<file path="config.mk">
export PLATFORM = sky130hd
export DESIGN_NAME = rfm_code_mod
export DESIGN_NICKNAME = d
export VERILOG_FILES = /design/src/logic/rfm_div_cnt.v /design/src/logic/rfm_pair_buf.v /design/src/logic/rfm_code_mod.v
export VERILOG_INCLUDE_DIRS = /design/src /design/src/logic
export SDC_FILE = /design/constraint.sdc
export NUM_CORES = 1
export LEC_CHECK = 0
export ABC_CLOCK_PERIOD_IN_PS = 6550
export BUFFER_PORTS_ARGS = -buffer_cell sky130_fd_sc_hd__buf_4
export CORE_ASPECT_RATIO = 1.25
export CORE_MARGIN = 2
export CORE_UTILIZATION = 51
export DETAILED_ROUTE_END_ITERATION = 12
export HOLD_SLACK_MARGIN = 0.06
export PLACE_DENSITY = 0.82
export SYNTH_ARGS = -nofsm -noshare
export SYNTH_HDL_FRONTEND = slang
export SYNTH_SLANG_ARGS = --single-unit
</file>
<file path="constraint.sdc">
create_clock -name clk_i -period 6.55 [get_ports clk_i]
set_clock_uncertainty 0.2 [all_clocks]
set_input_delay 0.655 -clock clk_i [delete_from_list [all_inputs] [get_ports clk_i]]
set_output_delay 0.655 -clock clk_i [all_outputs]
set_load 0.01 [all_outputs]
</file>
<file path="src/logic/rfm_defines.vh">
// shared constants of the read-only code modulator
`ifndef RFM_DEFINES_VH
`define RFM_DEFINES_VH

// ----------------------------------------
// code store and sequence lengths
// ----------------------------------------
`define RFM_CODE_W 128
`define RFM_IDX_W 7
`define RFM_HDR_W 8
`define RFM_LEN_128 2'h0
`define RFM_LEN_96 2'h1
`define RFM_LEN_64 2'h2
`define RFM_LEN_32 2'h3
`define RFM_LAST_128 7'h7f
`define RFM_LAST_96 7'h5f
`define RFM_LAST_64 7'h3f
`define RFM_LAST_32 7'h1f
`define RFM_IDX_ZERO 7'h00
`define RFM_IDX_ONE 7'h01

// ----------------------------------------
// bitrate selection, bit period in rf cycles
// ----------------------------------------
`define RFM_RATE_8 4'h0
`define RFM_RATE_16 4'h1
`define RFM_RATE_32 4'h2
`define RFM_RATE_40 4'h3
`define RFM_RATE_50 4'h4
`define RFM_RATE_64 4'h5
`define RFM_RATE_80 4'h6
`define RFM_RATE_100 4'h7
`define RFM_RATE_128 4'h8
`define RFM_PER_W 8
`define RFM_PER_8 8'h08
`define RFM_PER_16 8'h10
`define RFM_PER_32 8'h20
`define RFM_PER_40 8'h28
`define RFM_PER_50 8'h32
`define RFM_PER_64 8'h40
`define RFM_PER_80 8'h50
`define RFM_PER_100 8'h64
`define RFM_PER_128 8'h80
`define RFM_CNT_ONE 8'h01

// ----------------------------------------
// carrier_freq cycles per bit in phase-shift mode
// ----------------------------------------
`define RFM_CF_4 2'h0
`define RFM_CF_8 2'h1
`define RFM_CF_16 2'h2
`define RFM_CF_32 2'h3

// ----------------------------------------
// frequency-shift half periods (rf/10 and rf/8)
// ----------------------------------------
`define RFM_FSK_HALF_ONE 8'h05
`define RFM_FSK_HALF_ZERO 8'h04

// ----------------------------------------
// modulation selection
// ----------------------------------------
`define RFM_MOD_FSK 3'h0
`define RFM_MOD_PSK 3'h1
`define RFM_MOD_BIT_EDGE_CODE 3'h2
`define RFM_MOD_MANCH 3'h3
`define RFM_MOD_BEC_FSK 3'h4

// ----------------------------------------
// load options
// ----------------------------------------
`define RFM_LOAD_SINGLE 2'h0
`define RFM_LOAD_DOUBLE 2'h1
`define RFM_LOAD_ALT 2'h2

// ----------------------------------------
// arbitrary neutral customer header
// ----------------------------------------
`define RFM_HDR_DEFAULT 8'h3c

`endif

</file>
<file path="src/logic/rfm_div_cnt.v">
// free running period counter with restart and wrap strobe
`timescale 1ns/10ps
`default_nettype none

`include "rfm_defines.vh"

module rfm_div_cnt #(
  parameter W = 8
) (
  input wire clk_i,
  input wire arst_n_i,
  input wire clr_i,
  input wire [W-1:0] period_i,
  output wire [W-1:0] cnt_o,
  output wire wrap_o
);

  reg [W-1:0] cnt_r; // position inside the period

  // wrap on the last count of the period; a period that shrinks below the
  // running count (fsk tone change) wraps at once instead of rolling over
  assign wrap_o = (cnt_r >= (period_i - {{(W-1){1'b0}}, 1'b1}));
  assign cnt_o = cnt_r;

  // ----------------------------------------
  // counter
  // ----------------------------------------
  always @(posedge clk_i or negedge arst_n_i) begin
    if (!arst_n_i) begin
      cnt_r <= {W{1'b0}};
    end else if (clr_i || wrap_o) begin
      cnt_r <= {W{1'b0}};
    end else begin
      cnt_r <= cnt_r + {{(W-1){1'b0}}, 1'b1};
    end
  end

endmodule

`default_nettype wire

</file>
<file path="src/logic/rfm_pair_buf.v">
// two-entry valid/ready buffer with flush
`timescale 1ns/10ps
`default_nettype none

module rfm_pair_buf #(
  parameter WIDTH = 1
) (
  input wire clk_i,
  input wire arst_n_i,
  input wire flush_i,
  input wire in_valid_i,
  output wire in_ready_o,
  input wire [WIDTH-1:0] in_data_i,
  output wire out_valid_o,
  input wire out_ready_i,
  output wire [WIDTH-1:0] out_data_o
);

  reg [WIDTH-1:0] slot0_r; // head entry
  reg [WIDTH-1:0] slot1_r; // tail entry
  reg [1:0] fill_r; // entries held, 0 to 2

  wire push = in_valid_i && in_ready_o;
  wire pop = out_valid_o && out_ready_i;

  assign in_ready_o = (fill_r != 2'h2);
  assign out_valid_o = (fill_r != 2'h0);
  assign out_data_o = slot0_r;

  // ----------------------------------------
  // storage and fill level
  // ----------------------------------------
  always @(posedge clk_i or negedge arst_n_i) begin
    if (!arst_n_i) begin
      slot0_r <= {WIDTH{1'b0}};
      slot1_r <= {WIDTH{1'b0}};
      fill_r <= 2'h0;
    end else if (flush_i) begin
      fill_r <= 2'h0;
    end else begin
      // head takes the new word when empty, or when the only word leaves
      if (pop) begin
        slot0_r <= (fill_r == 2'h2) ? slot1_r : in_data_i;
      end else if (push && fill_r == 2'h0) begin
        slot0_r <= in_data_i;
      end
      // tail fills when the head stays occupied
      if (push && ((fill_r == 2'h1 && !pop) || (fill_r == 2'h2 && pop))) begin
        slot1_r <= in_data_i;
      end
      fill_r <= fill_r + {1'b0, push} - {1'b0, pop};
    end
  end

endmodule

`default_nettype wire

</file>
<file path="src/logic/rfm_code_mod.v">
// read-only code sequencer and load modulator, clocked from the rf field
`timescale 1ns/10ps
`default_nettype none

`include "rfm_defines.vh"

// Operation
// RL1: start sending only after field detected
// RL2: repeat code while field stays present
// RL3: last bit followed directly by first
// RL4: serial out, length 128/96/64/32 bits
// RL5: data read from 128-bit fuse array
// RL6: bitrates rf/8 up to rf/128
// RL7: fsk toggles rf/10 for one, rf/8 zero
// RL8: fsk bitrate limited to rf/32..rf/128
// RL9: psk carrier rf/2, one inverts phase
// RL10: bit-edge code one follows bit clock
// RL11: manchester one damping off mid-bit
// RL12: combined bit-edge code then fsk mode
// RL13: modulation method chosen by fuses
// RL14: modulator output switches the damping load
// RL15: single, double or alternate side damping
// RL16: first 8 bits are fixed header
// RL17: psk bit lasts 4/8/16/32 carriers
// RL18: all timing from rf-derived clock counters
module rfm_code_mod #(
  parameter [7:0] CUST_HEADER = `RFM_HDR_DEFAULT, // arbitrary value, mask fixed
  parameter [1:0] LOAD_OPT = `RFM_LOAD_SINGLE // build-time load circuit option
) (
  input wire clk_i, // clock recovered from the rf field
  input wire arst_n_i, // power-up reset
  input wire field_det_i, // rf field present
  input wire [127:0] fuse_code_i, // fuse array, bits 119:0 sent msb first after the header
  input wire [1:0] fuse_len_i, // code length select
  input wire [3:0] fuse_rate_i, // bitrate select
  input wire [2:0] fuse_mod_i, // modulation select
  input wire [1:0] fuse_carrier_freq_i, // psk carriers per bit
  output reg antenna_pad_a_damp_o, // damping load on pad a
  output reg antenna_pad_b_damp_o, // damping load on pad b
  output reg sending_o, // sequence running
  output reg data_bit_o, // bit currently on air
  output reg seq_start_o // pulse at bit 0 of each sequence
);

  // ----------------------------------------
  // states
  // ----------------------------------------
  localparam [2:0] ST_IDLE = 3'b001; // no field, load off
  localparam [2:0] ST_PRIME = 3'b010; // wait for the first buffered bit
  localparam [2:0] ST_SEND = 3'b100; // code going out

  reg [2:0] state_r; // sequencer state
  reg [2:0] state_nxt; // its next value

  // ----------------------------------------
  // code fetch side
  // ----------------------------------------
  reg [6:0] idx_r; // index of the next bit to fetch
  reg [6:0] last_idx; // final index for the chosen length
  wire [127:0] code_vec; // header plus identification bits
  wire fetch_bit; // bit at idx_r
  wire fetch_first; // fetched bit opens a sequence
  wire buf_in_ready; // buffer can take a bit
  wire buf_out_valid; // buffer holds a bit
  wire [1:0] buf_out; // {first flag, bit}
  wire fetch_go; // producer active
  wire buf_flush; // drop stale bits when the field goes

  // header replaces the upper eight fuse positions
  assign code_vec = {CUST_HEADER, fuse_code_i[119:0]}; // RL16 RL5
  // inverting a 7-bit index gives 127-index, so bit 0 is the msb
  assign fetch_bit = code_vec[~idx_r];
  assign fetch_first = (idx_r == `RFM_IDX_ZERO);
  assign fetch_go = (state_r != ST_IDLE) && field_det_i;
  assign buf_flush = (state_r == ST_IDLE);

  // length decode
  always @* begin
    case (fuse_len_i) // RL4
      `RFM_LEN_128: last_idx = `RFM_LAST_128;
      `RFM_LEN_96: last_idx = `RFM_LAST_96;
      `RFM_LEN_64: last_idx = `RFM_LAST_64;
      `RFM_LEN_32: last_idx = `RFM_LAST_32;
      default: last_idx = `RFM_LAST_128;
    endcase
  end

  // fetch index walks the code and wraps without a gap
  always @(posedge clk_i or negedge arst_n_i) begin
    if (!arst_n_i) begin
      idx_r <= `RFM_IDX_ZERO;
    end else if (!fetch_go) begin
      idx_r <= `RFM_IDX_ZERO;
    end else if (buf_in_ready) begin
      if (idx_r >= last_idx) begin
        idx_r <= `RFM_IDX_ZERO; // RL3
      end else begin
        idx_r <= idx_r + `RFM_IDX_ONE; // RL4
      end
    end
  end

  // ----------------------------------------
  // bit timing
  // ----------------------------------------
  reg [7:0] bit_per; // bit period in rf cycles
  wire [7:0] bit_cnt; // position inside the bit
  wire bit_wrap; // last cycle of a bit
  wire bit_clr; // hold the bit timer outside sending
  wire is_fsk; // modes built on the fsk carrier
  wire [7:0] bit_half; // cycle count of half a bit

  assign is_fsk = (fuse_mod_i == `RFM_MOD_FSK) || (fuse_mod_i == `RFM_MOD_BEC_FSK);
  assign bit_clr = (state_r != ST_SEND);
  assign bit_half = {1'b0, bit_per[7:1]};

  // period lookup; psk counts carrier cycles of two rf cycles each
  always @* begin
    if (fuse_mod_i == `RFM_MOD_PSK) begin
      case (fuse_carrier_freq_i) // RL17
        `RFM_CF_4: bit_per = `RFM_PER_8;
        `RFM_CF_8: bit_per = `RFM_PER_16;
        `RFM_CF_16: bit_per = `RFM_PER_32;
        `RFM_CF_32: bit_per = `RFM_PER_64;
        default: bit_per = `RFM_PER_8;
      endcase
    end else begin
      case (fuse_rate_i) // RL6
        `RFM_RATE_8: bit_per = `RFM_PER_8;
        `RFM_RATE_16: bit_per = `RFM_PER_16;
        `RFM_RATE_32: bit_per = `RFM_PER_32;
        `RFM_RATE_40: bit_per = `RFM_PER_40;
        `RFM_RATE_50: bit_per = `RFM_PER_50;
        `RFM_RATE_64: bit_per = `RFM_PER_64;
        `RFM_RATE_80: bit_per = `RFM_PER_80;
        `RFM_RATE_100: bit_per = `RFM_PER_100;
        `RFM_RATE_128: bit_per = `RFM_PER_128;
        default: bit_per = `RFM_PER_128;
      endcase
      // fsk cannot fit a useful burst in a short bit, so it is held at rf/32
      if (is_fsk && bit_per < `RFM_PER_32) begin
        bit_per = `RFM_PER_32; // RL8
      end
    end
  end

  // bit clock counter runs on the recovered rf clock
  rfm_div_cnt #(
    .W(`RFM_PER_W)
  ) u_bit_timer (
    .clk_i(clk_i),
    .arst_n_i(arst_n_i),
    .clr_i(bit_clr),
    .period_i(bit_per),
    .cnt_o(bit_cnt),
    .wrap_o(bit_wrap)
  ); // RL18

  // ----------------------------------------
  // bit buffer between fetch and modulator
  // ----------------------------------------
  wire bit_load; // modulator takes the next bit
  wire mid_bit; // last cycle of the first half

  assign bit_load = ((state_r == ST_PRIME) && buf_out_valid) ||
                    ((state_r == ST_SEND) && bit_wrap);
  assign mid_bit = (state_r == ST_SEND) && (bit_cnt == (bit_half - `RFM_CNT_ONE));

  rfm_pair_buf #(
    .WIDTH(2)
  ) u_bit_buf (
    .clk_i(clk_i),
    .arst_n_i(arst_n_i),
    .flush_i(buf_flush),
    .in_valid_i(fetch_go),
    .in_ready_o(buf_in_ready),
    .in_data_i({fetch_first, fetch_bit}),
    .out_valid_o(buf_out_valid),
    .out_ready_i(bit_load),
    .out_data_o(buf_out)
  );

  // ----------------------------------------
  // sequencer
  // ----------------------------------------
  always @* begin
    state_nxt = state_r;
    case (state_r)
      ST_IDLE: begin
        // nothing is sent before the field is seen
        if (field_det_i) begin
          state_nxt = ST_PRIME; // RL1
        end
      end
      ST_PRIME: begin
        if (!field_det_i) begin
          state_nxt = ST_IDLE;
        end else if (buf_out_valid) begin
          state_nxt = ST_SEND;
        end
      end
      ST_SEND: begin
        // stays here for as long as the field lasts
        if (!field_det_i) begin
          state_nxt = ST_IDLE; // RL2
        end
      end
      default: state_nxt = ST_IDLE;
    endcase
  end

  always @(posedge clk_i or negedge arst_n_i) begin
    if (!arst_n_i) begin
      state_r <= ST_IDLE;
    end else begin
      state_r <= state_nxt;
    end
  end

  // ----------------------------------------
  // modulator state
  // ----------------------------------------
  reg cur_bit_r; // bit being encoded
  reg sec_half_r; // second half of the bit
  reg bec_lvl_r; // bit-edge code level
  reg psk_r; // rf/2 carrier
  reg fsk_r; // fsk square wave
  reg side_r; // pad used by alternate damping
  reg damp_r; // previous damping level
  reg bec_lvl_nxt; // bit-edge code level next
  reg damp_nxt; // encoded damping request
  wire fsk_one; // fsk tone for a one
  wire [7:0] fsk_half; // fsk half period in rf cycles
  wire fsk_wrap; // fsk half period over
  wire send; // modulator active

  // a lost field stops the damping on the very next edge, not one bit later
  assign send = (state_r == ST_SEND) && field_det_i; // RL2
  // combined mode keys the tone from the bit-edge level, not the raw bit
  assign fsk_one = (fuse_mod_i == `RFM_MOD_BEC_FSK) ? bec_lvl_r : cur_bit_r; // RL12
  assign fsk_half = fsk_one ? `RFM_FSK_HALF_ONE : `RFM_FSK_HALF_ZERO; // RL7

  rfm_div_cnt #(
    .W(`RFM_PER_W)
  ) u_fsk_timer (
    .clk_i(clk_i),
    .arst_n_i(arst_n_i),
    .clr_i(bit_clr),
    .period_i(fsk_half),
    .cnt_o(),
    .wrap_o(fsk_wrap)
  ); // RL18

  // bit-edge code: toggle at every bit start, again mid-bit for a one
  always @* begin
    bec_lvl_nxt = bec_lvl_r;
    if (bit_load) begin
      bec_lvl_nxt = ~bec_lvl_r;
    end else if (mid_bit && cur_bit_r) begin
      bec_lvl_nxt = ~bec_lvl_r; // RL10
    end
  end

  always @(posedge clk_i or negedge arst_n_i) begin
    if (!arst_n_i) begin
      cur_bit_r <= 1'b0;
      sec_half_r <= 1'b0;
      bec_lvl_r <= 1'b0;
      psk_r <= 1'b0;
      fsk_r <= 1'b0;
    end else if (state_r == ST_IDLE) begin
      cur_bit_r <= 1'b0;
      sec_half_r <= 1'b0;
      bec_lvl_r <= 1'b0;
      psk_r <= 1'b0;
      fsk_r <= 1'b0;
    end else begin
      bec_lvl_r <= bec_lvl_nxt;
      if (bit_load) begin
        cur_bit_r <= buf_out[0];
        sec_half_r <= 1'b0;
      end else if (mid_bit) begin
        sec_half_r <= 1'b1;
      end
      // a one holds the carrier for a cycle at its end: a 180 degree shift
      if (send && !(bit_wrap && cur_bit_r)) begin
        psk_r <= ~psk_r; // RL9
      end
      if (send && fsk_wrap) begin
        fsk_r <= ~fsk_r; // RL7
      end
    end
  end

  // ----------------------------------------
  // encoder select
  // ----------------------------------------
  always @* begin
    damp_nxt = 1'b0;
    if (send) begin
      case (fuse_mod_i) // RL13
        `RFM_MOD_FSK: damp_nxt = fsk_r;
        `RFM_MOD_PSK: damp_nxt = psk_r;
        `RFM_MOD_BIT_EDGE_CODE: damp_nxt = bec_lvl_r;
        // damping on first half of a one, off after mid-bit (falling edge)
        `RFM_MOD_MANCH: damp_nxt = sec_half_r ? ~cur_bit_r : cur_bit_r; // RL11
        `RFM_MOD_BEC_FSK: damp_nxt = fsk_r; // RL12
        default: damp_nxt = 1'b0;
      endcase
    end
  end

  // ----------------------------------------
  // load drive and status outputs
  // ----------------------------------------
  always @(posedge clk_i or negedge arst_n_i) begin
    if (!arst_n_i) begin
      damp_r <= 1'b0;
      side_r <= 1'b0;
      antenna_pad_a_damp_o <= 1'b0;
      antenna_pad_b_damp_o <= 1'b0;
      sending_o <= 1'b0;
      data_bit_o <= 1'b0;
      seq_start_o <= 1'b0;
    end else begin
      damp_r <= damp_nxt;
      // alternate option swaps pads at each new damping pulse
      if (damp_nxt && !damp_r) begin
        side_r <= ~side_r; // RL15
      end
      case (LOAD_OPT) // RL15
        `RFM_LOAD_DOUBLE: begin
          antenna_pad_a_damp_o <= damp_nxt; // RL14
          antenna_pad_b_damp_o <= damp_nxt;
        end
        `RFM_LOAD_ALT: begin
          // side_r flips on this same edge, so use the flipped value
          antenna_pad_a_damp_o <= damp_nxt && (side_r ^ (damp_nxt && !damp_r));
          antenna_pad_b_damp_o <= damp_nxt && !(side_r ^ (damp_nxt && !damp_r));
        end
        default: begin
          antenna_pad_a_damp_o <= damp_nxt; // RL14
          antenna_pad_b_damp_o <= 1'b0;
        end
      endcase
      sending_o <= (state_nxt == ST_SEND);
      if (bit_load) begin
        data_bit_o <= buf_out[0];
      end else if (state_r == ST_IDLE) begin
        data_bit_o <= 1'b0;
      end
      seq_start_o <= bit_load && buf_out[1] && field_det_i;
    end
  end

endmodule

`default_nettype wire

</file>
Yosys cells after proc, flatten, opt, wreduce, memory -nomap -nowiden. Memories as Yosys holds them, arrays and structs flattened. Cells that the tools add are included.

Flip-flop bits (word level): 41. Latch bits: 0. RAM bits: 0. ROM bits: 112. Output and inout bits: 5. Logic and storage cells: 137. Memories: 1.

Add/sub/neg operators: 8. Multipliers: 0. Div/mod/pow operators: 0. Order comparisons: 5. Eq/ne operators: 21. Shift operators: 0. Mux-type cells: 40. Bitwise operators: 6. Reductions and logical operators: 40.

Memory list: (name not given) (depth 16, bits a word 7, read ports 1, clocked after Yosys merged registers in 0, write ports 0, line rfm_code_mod.v:128) `case (fuse_rate_i)`.

Operators with widths (number): $mux W8 (5); $pmux W8 S4 (1); $pmux W7 S4 (1); $mux W7 (3); $mux W1 (19); $logic_and A1 B1 Y1 (18); $add A8 B1 Y8 const B (2); $ge A8 B8 Y1 (2); $mux W3 (4); $eq A2 B2 Y1 const B (5); $reduce_bool A2 Y1 (5); $eq A3 B2 Y1 const B (3); $eq A3 B3 Y1 const B (3); $pmux W3 S3 (1); $eq A8 B8 Y1 (1); $lt A7 B8 Y1 const B (1); $lt A8 B6 Y1 const B (1); $mux W2 (4); $sub A7 B1 Y8 const B (1); $sub A8 B1 Y8 const B (1); $add A7 B1 Y7 const B (1); $bmux W1 S7 (1); $ge A7 B7 Y1 (1); $logic_not A7 Y1 (1); other kinds (18) (35).

Longest topological paths before layout. Gate-level depths: netlist of run 1.

Word-level depth: 16. Gate-level depth with buffers: 21. Gate-level depth less buffers: 20.

Modules after synthesis. From an unflattened synthesis of run 1, not the netlist that was laid out.

Cells, all modules: 432. Area total of the unflattened synthesis: 4357.9 um^2.

By module, submodules not included: rfm_code_mod (instances 1, cells an instance 261, area each 2695.1 um^2); rfm_div_cnt (instances 2, cells an instance 71, area each 655.6 um^2); rfm_pair_buf (instances 1, cells an instance 29, area each 351.6 um^2).

Least setup slack after synthesis of run 1. OpenSTA, ideal clock, no wires.

Kind: input to register. Start: input port fuse_rate_i[0]. End: register u_bit_buf.slot0_r[1] (netlist: u_bit_buf.out_data_o[1]). Setup time: 0.128 ns. Arrival: 4.639 ns. Data required time: 6.222 ns. Slack: 1.583 ns. Stages on the path: 18. Path buffers: 1. Path through: inv_1 ha_1 and3_1 o21ai_1 nand4_1 ha_1 clkbuf_1 inv_1 a31o_1 mux2i_1 nor2_1 ha_1 or3_1 o221a_2 a211o_1 nand3_1 mux2_1 mux2_1.

Word-level cells in the longest chain between the ends: 13. Elaborated cells on any way between the ends: 14. Classes of those cells: add/sub (1); order compare (2); mux (4); reduce/logical (6); memory (1).

RTL lines: start, declared (line rfm_code_mod.v:35) `input wire [3:0] fuse_rate_i,`; $mem_v2 Z16 W7 *; $mux W8 * (line rfm_code_mod.v:119) `` if (fuse_mod_i == `RFM_MOD_PSK) begin ``; $lt A8 B6 Y1 (no source line); $logic_and A1 B1 Y1 (no source line); $mux W8 * (line rfm_code_mod.v:141) `` if (is_fsk && bit_per < `RFM_PER_32) begin ``; $mux W8 * (line rfm_code_mod.v:119); $sub A8 B1 Y8 * (line rfm_div_cnt.v:22) `assign wrap_o = (cnt_r >= (period_i - {{(W-1){1'b0}}, 1'b1}));`; $ge A8 B8 Y1 * (line rfm_div_cnt.v:22); $logic_and A1 B1 Y1 * (line rfm_code_mod.v:166) `((state_r == ST_SEND) && bit_wrap);`; $logic_or A1 B1 Y1 * (line rfm_code_mod.v:165) `assign bit_load = ((state_r == ST_PRIME) && buf_out_valid) ||`; $logic_and A1 B1 Y1 * (line rfm_pair_buf.v:24) `wire pop = out_valid_o && out_ready_i;`; $reduce_bool A2 Y1 (no source line); $reduce_and A2 Y1 (no source line); end signal, assigned (line rfm_pair_buf.v:35) `slot0_r <= {WIDTH{1'b0}};`; end signal, assigned (line rfm_pair_buf.v:43) `slot0_r <= (fill_r == 2'h2) ? slot1_r : in_data_i;`; end signal, assigned (line rfm_pair_buf.v:45) `slot0_r <= in_data_i;`; end, declared (line rfm_pair_buf.v:19) `reg [WIDTH-1:0] slot0_r;`.

Mark *: on every way between the ends. The rest lies on a longest branch, timed or not. The select of a mux whose other input is x is not followed. A chain may end at the register's enable or synchronous reset.

Final worst setup path of run 1.
Start: input port fuse_rate_i[1]. End: register u_bit_buf.slot0_r[1] (netlist: u_bit_buf.out_data_o[1]).

Same word-level chain as after synthesis.

==> results of run 1 <==
## kinds of logic after synthesis
group / count (synthesis)
AND/OR/NAND/NOR: 156
AO/OA/AOI/OAI: 93
buffers and inverters: 49
multiplexers: 45
flip-flops: 41
adder cells (fa/ha/maj): 24
XOR/XNOR: 17
other: 1
## power groups by stage
| stage | Sequential (mW) | Combinational, mW | Clock [mW] |
|---|---|---|---|
| global route | 0.338 | 0.538 | 0.255 |
| floorplan | 0.309 | 0.372 | 0 |
| CTS | 0.329 | 0.493 | 0.244 |
| detailed placement | 0.334 | 0.489 | 0 |
| global placement | 0.333 | 0.473 | 0 |
| finish | 0.330 | 0.490 | 0.242 |
## layer usage
metal  up-vias  global-route usage [%]  wire [um]
met2       158                   52.92       6438
li1       1864                       -          -
met4         0                   11.60        347
met5         -                       0          0
met3        25                   2.962        572
met1      1887                   28.91       4124
## area by class of cell
class	instances	area [sq um]	share of cell area, %
Sequential cell	41	1028	19.77
Tap cell	95	118.9	2.285
Clock inverter	3	65.06	1.251
Multi-Input combinational cell	340	2791	53.66
Inverter	23	86.33	1.659
Timing Repair Buffer	139	1044	20.06
Clock buffer	5	68.82	1.323
## synthesized netlist by cell type, types with 5 or more instances
library cell and number:
nand2_1 27, xor2_1 6, o21ai_1 7, a21oi_1 14, inv_1 22, nand4_1 8
ha_1 24, nor2b_1 8, and3_1 8, a31oi_1 6, clkbuf_1 18, o21ai_0 14
nand3_1 23, mux2i_1 9, mux4_2 30, nor2_1 38, nor3_1 9, nand2b_1 7
xnor2_1 11, dfrtp_1 40, or3_1 5
## path summary, 6_finish.rpt
kind                                         startpoint                      end  slack, ns
worst max register to register                 idx_r[0]  u_bit_buf.out_data_o[0]       3.44
worst min register to register  u_bit_buf.out_data_o[1]  u_bit_buf.out_data_o[1]       0.29
max in group asynchronous                      arst_n_i                 idx_r[0]       5.65
worst min-delay path                           arst_n_i     u_fsk_timer.cnt_o[7]       0.12
worst max-delay path                     fuse_rate_i[1]  u_bit_buf.out_data_o[1]       1.36
min in group clk_i              u_bit_buf.out_data_o[1]  u_bit_buf.out_data_o[1]       0.29
## metrics by stage
stage	util [%]	power (mW)	cell area (sq um)	hold slack, ns	std cells
after floorplan	-	0.6810	4021	0.1594	430
after global placement	65.81	0.8060	5069	0.2619	638
after detailed placement	65.81	0.8231	5069	0.2772	638
after CTS	67.54	1.067	5202	0.1421	646
after global routing	67.54	1.131	5202	0.1666	646
final	67.54	1.062	5202	0.1223	646
## sequential cells by signal, indices dropped and copies added, names as in the netlist
| signal | flops |
|---|---|
| idx_r | 7 |
| u_bit_buf.fill_r | 2 |
| psk_r | 1 |
| cur_bit_r | 1 |
| sec_half_r | 1 |
| u_bit_buf.out_data_o | 2 |
| data_bit_o | 1 |
| u_fsk_timer.cnt_o | 8 |
| u_bit_timer.cnt_o | 8 |
| sending_o | 1 |
| state_r | 3 |
| seq_start_o | 1 |
| u_bit_buf.slot1_r | 2 |
| bec_lvl_r | 1 |
| antenna_pad_a_damp_o | 1 |
| fsk_r | 1 |
## cells in the final DEF, fill, tap and decap left out, types with 5 or more instances in the layout
| cell type | count |
|---|---|
| dfrtp_1 | 39 |
| nand4_1 | 8 |
| conb_1 | 5 |
| nor2_1 | 38 |
| or3_1 | 5 |
| mux2i_1 | 9 |
| nor3_1 | 9 |
| ha_1 | 24 |
| mux4_2 | 30 |
| o21ai_1 | 7 |
| a21oi_1 | 14 |
| buf_4 | 139 |
| clkbuf_8 | 5 |
| nor2b_1 | 8 |
| nand2_1 | 27 |
| o21ai_0 | 14 |
| xor2_1 | 6 |
| a31oi_1 | 6 |
| inv_1 | 22 |
| xnor2_1 | 11 |
| and3_1 | 8 |
| nand2b_1 | 7 |
| nand3_1 | 23 |
==> flow_summary.yaml, run 1 <==
status:
  status: "finished clean"
power:
  cellLeakagePower_nw: 2.329
  clkPwrFrac_pct: 22.8
  switchingPower_mw: 0.3630
  power_density_mw_per_mm2: 204.1
  p_int_mw: 0.6990
  peakVddDrop_mv: 0.1196
  power_frac_seq_pct: 31.1
  p_sw_share_pct: 34.18
  pwr-share-comb_pct: 46.1
floorplan:
  initial_utilization_pct: 52.01
  die_height_um: 103.1
  die_area_sq_mm: 0.008585
  io_pins: 147
  fp.coreArea_sq_mm: 0.007702
  die_width_um: 83.28
  rows: 36
yosys:
  synthCells: 426
  synthSimpleGateAreaFrac_pct: 20.39
  synth_top_area_cell: "dfrtp_1"
  synth_top_flop_cell: "dfrtp_1"
  yosysTopAreaCellShare_pct: 24.98
  synth_edf_count: 0
  yosys_warnings: 0
  netlist_area_sq_mm: 0.004006
  async_reset_ff_share_pct: 100.0
  synth_xor_area_share_pct: 3.716
  synth_compound_area_share_pct: 16.71
  synth-seq-cells: 41
  synth_top_family_by_area: "multiplexers"
  synth_fa_ha_area_share_pct: 7.495
  yosys-top-cells-area: "dfrtp_1 (25%), mux4_2 (17%), ha_1 (7.5%), nor2_1 (3.6%), nand3_1 (2.9%)"
  ys_seq_area_share_pct: 25.64
  synthMuxAreaShare_pct: 20.89
  synth_cell_types: 71
  avgSynthCellArea_sq_um: 9.405
clocking:
  clk_path_buf_depth: 2
  cts_num_sinks: 41
  cts_tree: "yes"
  clk_latency_ns: 0.30
  postCtsHoldBufs: 0
  post_cts_resized: 0
  cts_buffers: 5
  path_clk_slew_ns: 0.08
  htree_levels: 2
  post-cts-setup-buffer-count: 0
  ctsRootBufferMaster: "clkbuf_8"
critical_path:
  crit_buf_inv: 3
  crit_top_cell: "ha_1"
  cp.required_ns: 6.54
  critPathKind: "in -> reg"
  cp_cell_sequence: "buf_4 -> inv_1 -> ha_1 -> and3_1 -> o21ai_1 -> nand4_1 -> ha_1 -> inv_1 -> a31o_1 -> mux2i_1 -> nor2_1 -> ha_1 -> or3_1 -> a211o_1 -> a211o_1 -> nand3_1 -> mux2_1 -> mux2_1"
  critical_path_arrival_ns: 5.19
  cpPeakStageDelay_ns: 0.40
  start_kind: "primary input"
  reg2reg_depth: 8
  cp_max_fo: 9
  cp_top_family: "compound AO/OA/AOI/OAI gates"
  slowest_stage: "o21ai_1"
  crit_cells: 18
  end_kind: "register"
grt:
  grt_util_all_layers_pct: 26.74
  gr-total-overflow: 0
  antenna_found_initial: 0
  grt_pass1_vias: 4081
  grt_pass1_wl_um: 18530
  grt_max_degree: 42
finish:
  diodes: 0
  nets: 716
  syn_to_final_growth_pct: 29.86
  fill_cells: 613
  drive_gt1_share_pct: 34.85
sta:
  worst_slack_ns: 1.356
  setup_violations: 0
  tightestPinTransition_ns: 1.239
  slew_headroom_pct: 17.19
  grt_setup_unrepaired: "false"
  final_max_slew_viol_count: 0
  hold_viol: 0
  timing.final.crit_period_ns: 5.194
  min_period_over_period_pct: 79.30
  clock.fmax_ghz: 0.1925
  setup_tns_ns: 0
placed_design:
  io_buffers: 137
  pre_cts_ws_ns: 1.076
  gp_congestion: 0.8981
  hpwl_um: 9446
routing:
  vias_per_cell: 6.090
  drc: 0
  dr.pass1.iters: 4
  antenna_left: 0
  drtIter0Drc: 186
  via_count: 3934
  wl_um: 11480
  wl_per_cell_um: 17.77
min_path:
  hold_path.class: "in -> async"
job:
  maxCapViolations: 0
Note: power is estimated with default switching activity, not from simulation.
==> run 2: changes to the inputs <==
ABC_CLOCK_PERIOD_IN_PS = 4640   (was 6550)
CORE_UTILIZATION = 46   (was 51)
PLACE_DENSITY = 0.78   (was 0.82)
clock period = 4.64 ns   (was 6.55 ns; I/O delays follow)
==> flow_summary.yaml, run 2 (same netlist as run 1, synthesis figures left out) <==
status:
  status: "finished clean"
grt:
  use_met2_pct: 44.37
  grtUsageMet1_pct: 26.21
  grt_pass1_vias: 3965
  grt.busiest_layer: "met2"
  antenna_found_initial: 0
  grt_max_degree: 42
  gr-total-overflow: 0
  grt_pass1_wl_um: 17750
  grt_util_all_layers_pct: 23.44
  met3_usage_pct: 3.130
finish:
  nets: 728
  final_cell_count_no_fill: 663
  drive_gt1_share_pct: 36.41
  layout_commonest_cell: "buf_4"
  multi_input_area_sq_mm: 0.002800
  fill_cells: 746
  final_util_pct: 61.51
  final_cell_mix: "buf_4 (150), dfrtp_1 (39), nor2_1 (38)"
  diodes: 0
  regArea_sq_mm: 0.001028
  syn_to_final_growth_pct: 31.39
power:
  power.total_mw: 1.388
  power_density_mw_per_mm2: 263.7
  cellLeakagePower_nw: 2.352
  peakVddDrop_mv: 0.1882
floorplan:
  initial_utilization_pct: 46.81
  io_pins: 147
  rows: 38
  fp.coreArea_sq_mm: 0.008558
  die_width_um: 87.47
  die_height_um: 108.3
  die_area_sq_mm: 0.009477
sta:
  tightestPinTransition_ns: 1.067
  setup_tns_ns: 0
  min_period_over_period_pct: 92.03
  clock.fmax_ghz: 0.2342
  slew_headroom_pct: 28.85
  final_max_slew_viol_count: 0
  grt_setup_unrepaired: "false"
  setup_violations: 0
  hold_viol: 0
  timing.final.crit_period_ns: 4.270
routing:
  drc: 0
  drtIter0Drc: 202
  wl_um: 11270
  dr.pass1.iters: 4
  vias_per_cell: 5.903
  wl_per_cell_um: 16.99
  via_count: 3914
  antenna_left: 0
clocking:
  clk_path_buf_depth: 2
  clk_latency_ns: 0.29
  post-cts-setup-buffer-count: 0
  cts_tree: "yes"
  path_clk_slew_ns: 0.08
  cts_num_sinks: 41
  cts_buffers: 5
  ctsRootBufferMaster: "clkbuf_8"
  htree_levels: 2
placed_design:
  dpl.cell_count: 654
  io_buffers: 137
  gp_congestion: 0.9159
  hpwl_um: 9093
critical_path:
  critical_path_arrival_ns: 4.24
  cp_top_family: "compound AO/OA/AOI/OAI gates"
  cpPeakStageDelay_ns: 0.38
  critPathKind: "in -> reg"
  crit_top_cell: "ha_1"
  end_kind: "register"
  cp_cell_sequence: "buf_4 -> inv_1 -> ha_1 -> and3_1 -> o21ai_2 -> nand4_1 -> ha_1 -> inv_2 -> a31o_1 -> mux2i_1 -> nor2_1 -> ha_1 -> or3_1 -> a211o_1 -> a211o_1 -> nand3_2 -> mux2_1 -> mux2_1"
  cp.required_ns: 4.61
  start_kind: "primary input"
  cp_max_fo: 6
  slowest_stage: "or3_1"
  crit_buf_inv: 3
min_path:
  hold_path.class: "in -> reg"
job:
  maxCapViolations: 0
## run 2: through the flow
stage	area [sq um]	setup slack, ns	hold WS (ns)
after floorplan	4031	0.02813	-0.03159
after CTS	5264	0.3601	0.2051
after global placement	5166	0.1664	0.2667
after global routing	5264	0.1347	0.2075
final	5264	0.3699	0.2184
after detailed placement	5166	0.06368	0.2756
## run 2: worst paths after layout
kind,from,to,slack (ns),cells after the start
hold / removal,field_det_i,state_r[0],0.22,2
hold reg to reg,u_bit_buf.slot1_r[1],u_bit_buf.slot1_r[1],0.29,1
max in group asynchronous,arst_n_i,idx_r[0],3.37,2
min in group asynchronous,arst_n_i,u_fsk_timer.cnt_o[2],0.49,2
setup / recovery,fuse_rate_i[1],u_bit_buf.out_data_o[1],0.37,18
setup reg to reg,idx_r[0],u_bit_buf.out_data_o[0],1.50,7
## run 2: where the power goes
part           leakage, nW  switching (mW)  total, mW  internal, mW
clock network       0.0374           0.124      0.230         0.106
logic                 1.77           0.276      0.653         0.376
registers            0.546           0.103      0.505         0.402
total                 2.35           0.504       1.39         0.884
## run 2: cell type report
type / count / share of cell area [%]
multi-input combinational: 340 / 53.20
tap: 100 / 2.377
inverter: 23 / 1.640
clock inverter: 2 / 0.2852
clock buffer: 6 / 1.379
sequential: 41 / 19.54
timing repair buffer: 151 / 21.58
## run 2: worst register-to-register path: cells and delay by family (launching register included)
kind            cells  cell delay (ns)
flops               1             1.07
mux                 3             1.00
simple gates        1             0.10
compound gates      3             0.66
## run 2: timing repair
action / 4_1_cts / 5_1_grt
resized for setup: 0 / 0
endpoints found under the hold margin: 40 / 0
hold buffers: 1 / 0
## run 2: per-layer routing
metal	share of wire, %	vias to the layer above	routed length [um]
met5	0	-	0
met4	2.6	0	294
met3	5.4	25	613
met2	55	164	6211
met1	37	1841	4146
li1	-	1884	-
